$ cat config.mk
export PLATFORM = sky130hd
export DESIGN_NAME = pmcs_power_mode_ctrl
export DESIGN_NICKNAME = d
export VERILOG_FILES = /design/src/verilog/pmcs_pkg.sv /design/src/verilog/pmcs_switch_if.sv /design/src/verilog/pmcs_switch_seq.sv /design/src/verilog/pmcs_power_mode_ctrl.sv
export VERILOG_INCLUDE_DIRS = /design/src /design/src/verilog
export SDC_FILE = /design/constraint.sdc
export NUM_CORES = 1
export LEC_CHECK = 0
export BUFFER_PORTS_ARGS = -buffer_cell sky130_fd_sc_hd__buf_2
export CAP_MARGIN = 10
export CORE_UTILIZATION = 54
export CTS_CLUSTER_DIAMETER = 80
export DETAILED_ROUTE_END_ITERATION = 10
export PLACE_DENSITY = 0.79
export RECOVER_POWER = 50
export SLEW_MARGIN = 20
export SYNTH_ARGS = -nofsm -noshare
export SYNTH_HDL_FRONTEND = slang
export SYNTH_SLANG_ARGS = --single-unit
$ cat constraint.sdc
create_clock -name core_clk -period 1.9 [get_ports core_clk]
set_clock_uncertainty 0.15 [all_clocks]
set_input_delay 0.19 -clock core_clk [delete_from_list [all_inputs] [get_ports core_clk]]
set_output_delay 0.19 -clock core_clk [all_outputs]
set_load 0.05 [all_outputs]
$ cat src/verilog/pmcs_regs.svh
// Bit positions, source codes and transition counts for the power mode clock selector
`ifndef PMCS_REGS_SVH
`define PMCS_REGS_SVH

// Positions inside the oscillator control readback word
`define PMCS_IDLE_BIT       7
`define PMCS_PRI_FLAG_BIT   3
`define PMCS_SEL_HI         1
`define PMCS_SEL_LO         0
// Position of the secondary-active flag inside the secondary timer control word
`define PMCS_SEC_FLAG_BIT   6

// Source-select codes
`define PMCS_SEL_PRI        2'h0
`define PMCS_SEL_SEC        2'h1
`define PMCS_SEL_RSV        2'h2
`define PMCS_SEL_INT        2'h3

// Mode state codes
`define PMCS_MODE_RUN       2'h0
`define PMCS_MODE_IDLE      2'h1
`define PMCS_MODE_SLEEP     2'h2
`define PMCS_MODE_WAKE      2'h3

// Sequencer state codes
`define PMCS_SW_IDLE        2'h0
`define PMCS_SW_OLD         2'h1
`define PMCS_SW_NEW         2'h2

// Clock transition: edges of the old source, then edges of the new source
`define PMCS_OLD_EDGES      2'h2
`define PMCS_NEW_EDGES      2'h3

// Source driving the device after reset
`define PMCS_RESET_SRC      2'h0

// Readback word after reset: only the primary-active flag set
`define PMCS_CTRL_RESET     8'h08

`endif

$ cat src/verilog/pmcs_pkg.sv
// Types shared by the power mode clock selector modules
`default_nettype none
`include "pmcs_regs.svh"

package pmcs_pkg;

    // Clock source as seen by the device clock mux
    typedef enum logic [1:0] {
        PMCS_SRC_PRI = `PMCS_SEL_PRI,
        PMCS_SRC_SEC = `PMCS_SEL_SEC,
        PMCS_SRC_INT = `PMCS_SEL_INT
    } pmcs_src_t;

    // Power-managed mode
    typedef enum logic [1:0] {
        PMCS_RUN   = `PMCS_MODE_RUN,
        PMCS_IDLE  = `PMCS_MODE_IDLE,
        PMCS_SLEEP = `PMCS_MODE_SLEEP,
        PMCS_WAKE  = `PMCS_MODE_WAKE
    } pmcs_mode_t;

    // Clock switch sequencer state
    typedef enum logic [1:0] {
        PMCS_SW_IDLE = `PMCS_SW_IDLE,
        PMCS_SW_OLD  = `PMCS_SW_OLD,
        PMCS_SW_NEW  = `PMCS_SW_NEW
    } pmcs_sw_state_t;

    // Index of a source in the tick and ready vectors
    function automatic logic [1:0] pmcs_src_index(input pmcs_src_t src);
        case (src)
            PMCS_SRC_PRI: pmcs_src_index = 2'h0;
            PMCS_SRC_SEC: pmcs_src_index = 2'h1;
            default:      pmcs_src_index = 2'h2;
        endcase
    endfunction

endpackage

`default_nettype wire

$ cat src/verilog/pmcs_switch_if.sv
// Signals between the mode controller and the clock switch sequencer
`timescale 1ns/1ps
`default_nettype none

interface pmcs_switch_if;
    import pmcs_pkg::*;

    logic        start;
    pmcs_src_t   new_src;
    logic        load;
    pmcs_src_t   load_src;
    logic [2:0]  tick;
    pmcs_src_t   active_src;
    logic        busy;

    modport ctrl (output start, output new_src, output load, output load_src,
                  output tick, input active_src, input busy);
    modport seq  (input start, input new_src, input load, input load_src,
                  input tick, output active_src, output busy);
endinterface

`default_nettype wire

$ cat src/verilog/pmcs_switch_seq.sv
// Clock switch sequencer: old-clock edges, then new-clock edges, then hand-over
`timescale 1ns/1ps
`default_nettype none

module pmcs_switch_seq
    import pmcs_pkg::*;
(
    input  wire logic   core_clk,
    input  wire logic   rst_n,
    pmcs_switch_if.seq  sw
);

    pmcs_sw_state_t state;
    pmcs_src_t      target;
    pmcs_src_t      active;
    logic [1:0]     cnt;
    logic           old_tick;
    logic           new_tick;

    assign old_tick      = sw.tick[pmcs_src_index(active)];
    assign new_tick      = sw.tick[pmcs_src_index(target)];
    assign sw.busy       = (state != PMCS_SW_IDLE);
    assign sw.active_src = active;

    ////////////////////////////////////////////////////////////////////////////
    // Sequencing; the device keeps the old source until the new one has ticked
    always_ff @(posedge core_clk or negedge rst_n) begin
        if (!rst_n) begin
            state  <= PMCS_SW_IDLE;
            target <= PMCS_SRC_PRI;
            active <= pmcs_src_t'(`PMCS_RESET_SRC);
            cnt    <= 2'h0;
        end else begin
            case (state)
                PMCS_SW_IDLE: begin
                    if (sw.load) begin
                        active <= sw.load_src;
                    end else if (sw.start) begin
                        target <= sw.new_src;
                        cnt    <= 2'h0;
                        state  <= PMCS_SW_OLD;
                    end
                end
                PMCS_SW_OLD: begin
                    if (old_tick) begin
                        if (cnt == `PMCS_OLD_EDGES - 2'h1) begin
                            cnt   <= 2'h0;
                            state <= PMCS_SW_NEW;
                        end else begin
                            cnt <= cnt + 2'h1;
                        end
                    end
                end
                PMCS_SW_NEW: begin
                    if (new_tick) begin
                        if (cnt == `PMCS_NEW_EDGES - 2'h1) begin
                            cnt    <= 2'h0;
                            active <= target;
                            state  <= PMCS_SW_IDLE;
                        end else begin
                            cnt <= cnt + 2'h1;
                        end
                    end
                end
                default: begin
                    state <= PMCS_SW_IDLE;
                end
            endcase
        end
    end
endmodule

`default_nettype wire

$ cat src/verilog/pmcs_power_mode_ctrl.sv
// Power mode controller: Run, Idle and Sleep clocking and source selection
//
// What this block does
// - Idle bit picks Idle or Sleep; 2-bit field picks source
// - Field 00 primary, 01 secondary, 11 internal
// - New field value starts a switch at once in Run or Idle if source ready and no switch busy
// - Only sleep instruction enters Sleep or Idle
// - Sleep stops CPU, peripherals and all sources
// - Idle stops CPU, peripherals follow selected source
// - Idle bit sampled at each sleep instruction
// - Switch takes two old, three new cycles
// - Flags show primary or secondary drives device
// - Run clocks both CPU and peripherals
// - Reset starts primary run, flag set; internal instead with two-speed start-up
// - Secondary select stops primary, swaps flags
`timescale 1ns/1ps
`default_nettype none

module pmcs_power_mode_ctrl
    import pmcs_pkg::*;
(
    input  wire logic        core_clk,
    input  wire logic        reset_n,
    input  wire logic        idle_on_sleep_select,
    input  wire logic [1:0]  clock_source_select,
    input  wire logic        sleep_exec,
    input  wire logic        wake_event,
    input  wire logic        two_speed_startup_en,
    input  wire logic        primary_osc_clk,
    input  wire logic        secondary_osc_clk,
    input  wire logic        internal_rc_clock,
    input  wire logic [2:0]  osc_ready,
    output logic             cpu_clk_en,
    output logic             periph_clk_en,
    output logic             primary_osc_en,
    output logic             secondary_osc_en,
    output logic             internal_osc_en,
    output logic [1:0]       device_clk_select,
    output logic             primary_clock_active_flag,
    output logic             secondary_clock_active_flag,
    output logic [7:0]       oscillator_control_reg
);

    pmcs_switch_if sw ();

    logic        rst_meta;
    logic        rst_n;
    logic [2:0]  osc_meta;
    logic [2:0]  osc_sync;
    logic [2:0]  osc_prev;
    logic [2:0]  rdy_meta;
    logic [2:0]  rdy_sync;
    pmcs_mode_t  mode;
    logic        started;
    logic        sleep_pend;
    logic        pend_idle;
    logic        take_sleep;
    logic        take_idle;
    pmcs_src_t   req_src;
    pmcs_src_t   pending_target;
    logic        pri_needed;
    logic        sec_needed;
    logic        int_needed;

    // Field decode; the unlisted code falls to the internal clock
    function automatic pmcs_src_t decode_select(input logic [1:0] sel);
        case (sel)
            `PMCS_SEL_PRI: decode_select = PMCS_SRC_PRI;
            `PMCS_SEL_SEC: decode_select = PMCS_SRC_SEC;
            `PMCS_SEL_RSV: decode_select = PMCS_SRC_INT;
            default:       decode_select = PMCS_SRC_INT;
        endcase
    endfunction

    ////////////////////////////////////////////////////////////////////////////
    // Reset release through two flip-flops
    always_ff @(posedge core_clk or negedge reset_n) begin
        if (!reset_n) begin
            rst_meta <= 1'b0;
            rst_n    <= 1'b0;
        end else begin
            rst_meta <= 1'b1;
            rst_n    <= rst_meta;
        end
    end

    // Oscillator clocks sampled as levels; each must stay below half of core_clk
    always_ff @(posedge core_clk or negedge rst_n) begin
        if (!rst_n) begin
            osc_meta <= 3'h0;
            osc_sync <= 3'h0;
            osc_prev <= 3'h0;
        end else begin
            osc_meta <= {internal_rc_clock, secondary_osc_clk, primary_osc_clk};
            osc_sync <= osc_meta;
            osc_prev <= osc_sync;
        end
    end

    // Oscillator stable flags from the analog side
    always_ff @(posedge core_clk or negedge rst_n) begin
        if (!rst_n) begin
            rdy_meta <= 3'h0;
            rdy_sync <= 3'h0;
        end else begin
            rdy_meta <= osc_ready;
            rdy_sync <= rdy_meta;
        end
    end

    ////////////////////////////////////////////////////////////////////////////
    // Requests to the sequencer
    assign req_src     = decode_select(clock_source_select);
    assign sw.tick     = osc_sync & ~osc_prev;
    assign sw.new_src  = req_src;
    assign sw.load     = !started;
    assign sw.load_src = two_speed_startup_en ? PMCS_SRC_INT : PMCS_SRC_PRI;
    // Switch only to a running source, one at a time, never on the way into Sleep
    assign sw.start    = started && !sw.busy && (mode == PMCS_RUN || mode == PMCS_IDLE)
                         && !take_sleep && (req_src != sw.active_src)
                         && rdy_sync[pmcs_src_index(req_src)];

    pmcs_switch_seq pmcs_switch_seq_inst (
        .core_clk (core_clk),
        .rst_n    (rst_n),
        .sw       (sw.seq)
    );

    // Two-speed start-up is taken once, on the first cycle after release
    always_ff @(posedge core_clk or negedge rst_n) begin
        if (!rst_n) begin
            started <= 1'b0;
        end else begin
            started <= 1'b1;
        end
    end

    ////////////////////////////////////////////////////////////////////////////
    // Sleep instruction capture; a sleep during a switch waits for its end
    assign take_sleep = started && mode == PMCS_RUN && !sw.busy && (sleep_exec || sleep_pend);
    assign take_idle  = sleep_exec ? idle_on_sleep_select : pend_idle;

    always_ff @(posedge core_clk or negedge rst_n) begin
        if (!rst_n) begin
            sleep_pend <= 1'b0;
            pend_idle  <= 1'b0;
        end else if (take_sleep) begin
            sleep_pend <= 1'b0;
        end else if (sleep_exec && mode == PMCS_RUN) begin
            sleep_pend <= 1'b1;
            pend_idle  <= idle_on_sleep_select;
        end
    end

    // Mode state machine
    always_ff @(posedge core_clk or negedge rst_n) begin
        if (!rst_n) begin
            mode <= PMCS_RUN;
        end else begin
            case (mode)
                PMCS_RUN: begin
                    if (take_sleep) begin
                        mode <= take_idle ? PMCS_IDLE : PMCS_SLEEP;
                    end
                end
                PMCS_IDLE: begin
                    if (wake_event) begin
                        mode <= PMCS_RUN;
                    end
                end
                PMCS_SLEEP: begin
                    if (wake_event) begin
                        mode <= PMCS_WAKE;
                    end
                end
                PMCS_WAKE: begin
                    // Sources were stopped; resume only once the clock is stable
                    if (rdy_sync[pmcs_src_index(sw.active_src)]) begin
                        mode <= PMCS_RUN;
                    end
                end
                default: begin
                    mode <= PMCS_RUN;
                end
            endcase
        end
    end

    ////////////////////////////////////////////////////////////////////////////
    // Oscillator demand; old and new sources both run during a switch
    assign pending_target = sw.busy ? req_src : sw.active_src;
    assign pri_needed = (sw.active_src == PMCS_SRC_PRI) || (pending_target == PMCS_SRC_PRI);
    assign sec_needed = (sw.active_src == PMCS_SRC_SEC) || (pending_target == PMCS_SRC_SEC);
    assign int_needed = (sw.active_src == PMCS_SRC_INT) || (pending_target == PMCS_SRC_INT);

    // Clock enables; Sleep overrides the field, Wake restarts the active source
    always_ff @(posedge core_clk or negedge rst_n) begin
        if (!rst_n) begin
            cpu_clk_en       <= 1'b1;
            periph_clk_en    <= 1'b1;
            primary_osc_en   <= 1'b1;
            secondary_osc_en <= 1'b0;
            internal_osc_en  <= 1'b0;
        end else begin
            cpu_clk_en       <= (mode == PMCS_RUN);
            periph_clk_en    <= (mode == PMCS_RUN) || (mode == PMCS_IDLE);
            primary_osc_en   <= (mode != PMCS_SLEEP) && pri_needed;
            secondary_osc_en <= (mode != PMCS_SLEEP) && sec_needed;
            internal_osc_en  <= (mode != PMCS_SLEEP) && int_needed;
        end
    end

    // Status flags and device_clk_select follow the source actually in use
    always_ff @(posedge core_clk or negedge rst_n) begin
        if (!rst_n) begin
            primary_clock_active_flag   <= 1'b1;
            secondary_clock_active_flag <= 1'b0;
            device_clk_select           <= `PMCS_RESET_SRC;
        end else begin
            primary_clock_active_flag   <= (sw.active_src == PMCS_SRC_PRI);
            secondary_clock_active_flag <= (sw.active_src == PMCS_SRC_SEC);
            device_clk_select           <= sw.active_src;
        end
    end

    // Control word as software would read it back
    always_ff @(posedge core_clk or negedge rst_n) begin
        if (!rst_n) begin
            oscillator_control_reg <= `PMCS_CTRL_RESET;
        end else begin
            oscillator_control_reg                      <= 8'h00;
            oscillator_control_reg[`PMCS_IDLE_BIT]      <= idle_on_sleep_select;
            oscillator_control_reg[`PMCS_PRI_FLAG_BIT]  <= (sw.active_src == PMCS_SRC_PRI);
            oscillator_control_reg[`PMCS_SEL_HI:`PMCS_SEL_LO] <= clock_source_select;
        end
    end
endmodule

`default_nettype wire

* Word-level counts from Yosys, hierarchy flattened
Index checks and enable logic that the tools add are counted.
** Word-level totals
- Output and inout port bits :: 17
- Logic and storage cells :: 137
- Memories :: 0
- Bits of input ports :: 14
- Memory bits (writable) :: 0
- Bits in read-only memories :: 0
- Bits in registers :: 43
- Bits in latches :: 0
** Cells by class
- Eq/ne operators :: 27
- Shifts and indexed selects :: 0
- $lt $le $gt $ge :: 4
- Bitwise logic cells :: 3
- Reduce and logical (&&, ||, !) cells :: 36
- Divide/modulo/power cells :: 0
- Mux-type cells :: 42
- Add/subtract/negate cells :: 1
- Multiply operators :: 0
** Operators by type and width (number)
- two-way mux 2 bit :: 23
- one-hot mux 2 bit (2 select lines) :: 5
- == test 2 x 1 -> 1 bit (second input constant) :: 8
- logical NOT 2 bit :: 7
- inequality test 2 bit (second input constant) :: 7
- == test 2 bit (second input constant) :: 6
- logical AND 1 bit :: 12
- < comparator 2 x 3 -> 1 bit (second input constant) :: 4
- one-hot mux 2 bit (3 select lines) :: 2
- inequality test 2 x 1 -> 1 bit (second input constant) :: 5
- binary-select mux 1 bit (select 2 bit) :: 4
- one-hot mux 2 bit (4 select lines) :: 1
- AND reduction 4 bit :: 2
- two-way mux 1 bit :: 7
- AND reduction 6 bit :: 1
- nonzero test 2 bit :: 3
- logical OR 1 bit :: 5
- AND reduction 5 bit :: 1
- bitwise AND 3 bit :: 1
- inverter 3 bit :: 1
- AND reduction 3 bit :: 1
- nonzero test 3 bit :: 1
- adder 2 x 1 -> 2 bit (second input constant) :: 1
- logical NOT 1 bit :: 2
- other kinds (3) :: 3

* Logic depth before layout (Yosys ltp)
- Depth in word-level cells :: 11
- Gate-level depth with buffers :: 7
- Gate-level depth less buffers :: 7

* Modules after synthesis
Synthesis repeated with hierarchy kept, for this count alone.
** Second synthesis, totals
- Cell total of the unflattened synthesis :: 148
- Area, all modules :: 1789.2 um^2
** Modules (own cells, without submodules)
- pmcs_power_mode_ctrl :: seq. area each 855.8 um^2, times used 1, cells an instance 91, area each 1203.7 um^2
- pmcs_switch_seq :: seq. area each 200.2 um^2, times used 1, cells an instance 57, area each 585.6 um^2

* Worst setup path after synthesis
OpenSTA, ideal clock, no wires.
- Path kind :: register -> register
- Start point :: reg pmcs_switch_seq_inst.active[0], in the netlist pmcs_switch_seq_inst.sw.active_src[0]
- End point :: reg pmcs_switch_seq_inst.state[0]
- Arrival :: 1727 ps
- Path slack :: -104 ps
- Stages on the path, launching flop included :: 7
- Data required time :: 1622 ps
- Clock period less this slack :: 2004 ps
- Setup time :: 128 ps
- Buffers on the path :: 1
- Path through :: dfrtp_1 > buf_6 > or4b_1 > nand4_1 > o211ai_2 > nor3b_2 > mux2_1
** Between the ends
- Cells in the longest elaborated chain, start to end :: 6
- Elaborated cells between the ends (all ways) :: 11
- Those cells by class :: eq/ne: 4; mux: 3; reduce/logical: 4
** RTL lines
- start: declaration :: RTL line pmcs_switch_seq.sv:15 : pmcs_src_t active;
- start signal: assignment :: RTL line pmcs_switch_seq.sv:31 : active <= pmcs_src_t'(`PMCS_RESET_SRC);
- start signal: assignment :: RTL line pmcs_switch_seq.sv:37 : active <= sw.load_src;
- start signal: assignment :: RTL line pmcs_switch_seq.sv:58 : active <= target;
- == test 2 x 1 -> 1 bit or logical NOT 2 bit (tied branches) :: RTL line pmcs_pkg.sv:31 : case (src)
- one-hot mux 2 bit (2 select lines) :: RTL line pmcs_pkg.sv:31
- binary-select mux 1 bit (select 2 bit) :: RTL line pmcs_switch_seq.sv:20 : assign old_tick = sw.tick[pmcs_src_index(active)];
- two-way mux 1 bit (implied by the code) :: RTL line pmcs_switch_seq.sv:20
- inequality test 2 x 1 -> 1 bit (no source line)
- AND reduction 6 bit (no source line) (*)
- end signal: assignment :: RTL line pmcs_switch_seq.sv:29 : state <= PMCS_SW_IDLE;
- end signal: assignment :: RTL line pmcs_switch_seq.sv:41 : state <= PMCS_SW_OLD;
- end signal: assignment :: RTL line pmcs_switch_seq.sv:48 : state <= PMCS_SW_NEW;
- end: declaration :: RTL line pmcs_switch_seq.sv:13 : pmcs_sw_state_t state;
Every way passes the cells marked *; elsewhere a longest branch is shown, timed or not. The select of a mux whose other input is x is not followed.
A chain may end at the register's enable or synchronous reset.

* Worst setup path after layout
- Start point :: reg pmcs_switch_seq_inst.target[0]
- End point :: reg pmcs_switch_seq_inst.state[0]
** Between the ends
- Cells in the longest elaborated chain, start to end :: 6
- Elaborated cells between the ends (all ways) :: 7
- Those cells by class :: eq/ne: 2; mux: 3; reduce/logical: 2
** RTL lines
- start: declaration :: RTL line pmcs_switch_seq.sv:14 : pmcs_src_t target;
- start signal: assignment :: RTL line pmcs_switch_seq.sv:39 : target <= sw.new_src;
- == test 2 x 1 -> 1 bit or logical NOT 2 bit (tied branches) :: RTL line pmcs_pkg.sv:31
- one-hot mux 2 bit (2 select lines) (*) :: RTL line pmcs_pkg.sv:31
- binary-select mux 1 bit (select 2 bit) (*) :: RTL line pmcs_switch_seq.sv:21 : assign new_tick = sw.tick[pmcs_src_index(target)];
- two-way mux 1 bit (implied by the code) (*) :: RTL line pmcs_switch_seq.sv:21
- inequality test 2 x 1 -> 1 bit (no source line) (*)
- AND reduction 6 bit (no source line) (*)
Marks and branches as above.

==> out/metrics.csv <==
metric;value;unit
worstHoldPathType;in2reg;
cp_slowest_stage_delay;0.53;ns
leakage;1.03;nW
cts_buffer_depth;2;
finalCritPeriodShare;108;%
grt_pass1_vias;1291;
numCtsBuffers;5;
muxShareOfSynthArea;8.06;%
netlist_instances;138;
endpoint_kind;flop;
setup-violations-final;4;
dieHeight;58.7;um
vias;1258;
cp_max_fo;2;
synth_cell_types;36;
critPathBufInv;0;
grt_overflow;0;
io_pins;31;
cp.depth;5;
synth.avg_cell_area;12.6;um2
grt_max_degree;38;
cts.sinks;42;
synth_top_family_by_area;simple AND/OR/NAND/NOR gates;
status;complete, but fails checks;
syn_to_final_growth;25.2;%
fin_crit;2.05;ns
drv_cap;0;
nets;214;
critPathSlowestCell;or4b_1;
post-route-util;71.3;%
hold_path_depth;3;
tightest_slew;0.861;ns
grt_usage;22.4;%
rr_endpoint;pmcs_switch_seq_inst.state[0]$_DFFE_PN0P_;
yosys.area_share.xor_xnor;0.504;%
rrSetupSlack;-0.15;ns
violations;negative setup slack;
row_count;20;
htree_levels;2;
yosys_register_bits;42;
placed_cell_area;1970;um2
vdd_drop_max;0.712;mV
cts_root_buf;clkbuf_4;
power.density;1530;nW/um2
finalMaxSlewViolations;0;
slew_headroom;42.6;%
worstSetupPathType;reg2reg;
dieArea;3450;um2
setup_ws;-0.149;ns
rsz0062_at_grt;yes;
max_freq;0.488;GHz
total_power;3.32;mW
tns;-0.395;ns
drc;0;
required;1.99;ns
synthSimpleGateAreaFrac;14.2;%
post-route-cell-area;2180;um2
drive_gt1_share;29.6;%
critPathLaunch;pmcs_switch_seq_inst.target[0]$_DFFE_PN0P_;
num_antenna_cells;0;
dp_slack;-0.169;ns
viasPerCell;5.24;
clkTransAtPathRegs;0.12;ns
reg2reg_from;pmcs_switch_seq_inst.target[0]$_DFFE_PN0P_;
postRouteAntennaNets;0;
synthesis.area;1740;um2
io_buffer_count;26;
ys_seq_area_share;60.8;%
dieWidth;58.7;um
drtPass1Iterations;4;
synth_compound_area_share;7.49;%
antenna_found_initial;0;
clk_latency;0.34;ns
synth_adder_area_share;3.60;%
cp_cell_sequence;or4b_1 > nand4_1 > o211ai_2 > nor3b_2 > mux2_1;
drt-wirelength-per-cell;13.6;um
cts_tree;built;
coreArea;3050;um2
grt_first_pass_wirelength;5.55;mm
drt-total-wl;3.26;mm
final-hold-violation-count;0;
synth_warnings;0;
cp.arrival;2.14;ns
startpoint_type;flop;
cp-endpoint;pmcs_switch_seq_inst.state[0]$_DFFE_PN0P_;
dr.first_iter.drc_count;40;
initial_core_util;56.9;%
largest_reg_flops;4;
gp_congestion;0.800;
dp.final_hpwl;2.27;mm
reg2reg_depth;5;
crit_family;simple AND/OR/NAND/NOR gates;
## cells in the mapped netlist
master	number	share of area (%)
a211oi_1	1	0.43
a21oi_1	5	1.4
a22oi_1	1	0.43
a31o_1	1	0.50
a31oi_1	2	0.72
a41oi_1	1	0.50
and4b_1	1	0.58
buf_4	5	2.2
buf_6	2	1.3
conb_1	2	0.43
dfrtp_1	38	55
dfstp_2	4	6.0
ha_1	5	3.6
inv_1	7	1.5
mux2_1	8	5.2
mux2i_1	5	2.9
nand2_1	9	1.9
nand2b_1	3	1.1
nand3_1	1	0.29
nand3b_1	2	0.86
nand4_1	3	1.1
nor2_1	10	2.2
nor2b_1	5	1.8
nor3_1	1	0.29
nor3_2	1	0.58
nor3b_2	1	0.72
o211ai_1	1	0.43
o211ai_2	1	0.72
o21ai_0	2	0.58
o21ai_1	1	0.29
o22ai_1	2	0.72
o22ai_2	1	0.72
or2_1	1	0.36
or4b_1	2	1.2
or4bb_1	2	1.3
xnor2_1	1	0.50
## routing by layer
metal / global-route usage, % / wire length, um
met5: 0 / 0
met4: 11.2 / 58
met3: 5.93 / 131
met2: 39.3 / 1710
met1: 24.9 / 1360
## worst min path at each step
stage / slack [ns] / start / end
after floorplan: -0.26 / reset_n / rst_meta$_DFF_PN0_
after global placement: -0.18 / reset_n / rst_meta$_DFF_PN0_
after detailed placement: -0.17 / reset_n / rst_meta$_DFF_PN0_
after CTS: 0.009 / sleep_exec / sleep_pend$_DFFE_PN0P_
after global routing: 0.004 / sleep_exec / sleep_pend$_DFFE_PN0P_
final: 0.02 / sleep_exec / sleep_pend$_DFFE_PN0P_
## final cells by class
cell class,count,area (um2)
fillers,254,877
clock inverters,2,10.0
well taps,44,55.1
flip-flops and latches,42,1060
repair buffers,53,358
multi-input cells,86,629
clock buffers,6,41.3
inverters,7,26.3
## cell families after synthesis
family / Yosys count
XOR/XNOR: 1
AO/OA/AOI/OAI: 19
adder cells (fa/ha/maj): 5
AND/OR/NAND/NOR: 42
buffers and inverters: 14
other: 2
flip-flops: 42
multiplexers: 13
## per-stage QoR
stage / cells / hold slack (ns)
after floorplan: 142 / -0.256
after global placement: 217 / -0.176
after detailed placement: 217 / -0.174
after CTS: 239 / 0.00886
after global routing: 240 / 0.00351
final: 240 / 0.0182
## worst register-to-register path: stages (launching register included)
cell and delay [ns]:
dfrtp_1 0.41, or4b_1 0.53, nand4_1 0.14, o211ai_2 0.12
nor3b_2 0.26, mux2_1 0.35
## placed cells by master, fill, tap and decap left out, types with 2 or more instances in the layout
master,count
a21oi_1,5
a31oi_1,2
dfstp_2,4
o22ai_1,2
buf_2,24
o21ai_0,2
ha_1,4
nand2b_1,3
dfrtp_1,38
clkbuf_4,5
or4bb_1,2
nor2_1,10
nand4_1,3
mux2i_1,5
clkbuf_1,3
or4b_1,2
nor2b_1,5
mux2_1,7
clkinv_2,2
conb_1,6
buf_4,14
inv_1,7
dlygate4sd3_1,12
nand2_1,9
nand3b_1,2
## report_power, final
| part | total (mW) | internal (mW) | leakage [nW] | switching (mW) |
|---|---|---|---|---|
| sequential | 1.27 | 1.14 | 0.493 | 0.134 |
| clock | 0.410 | 0.141 | 0.0320 | 0.269 |
| combinational | 1.64 | 0.652 | 0.505 | 0.984 |
| total | 3.32 | 1.93 | 1.03 | 1.39 |
## timing repair
action,4_1_cts,5_1_grt
cloned,0,0
setup endpoints to repair,5,7
hold buffers,12,0
pin swaps,6,0
gates resized for setup,1,3
endpoints found under the hold margin,15,0
buffers inserted,2,1
(Power assumes the default switching activity.)
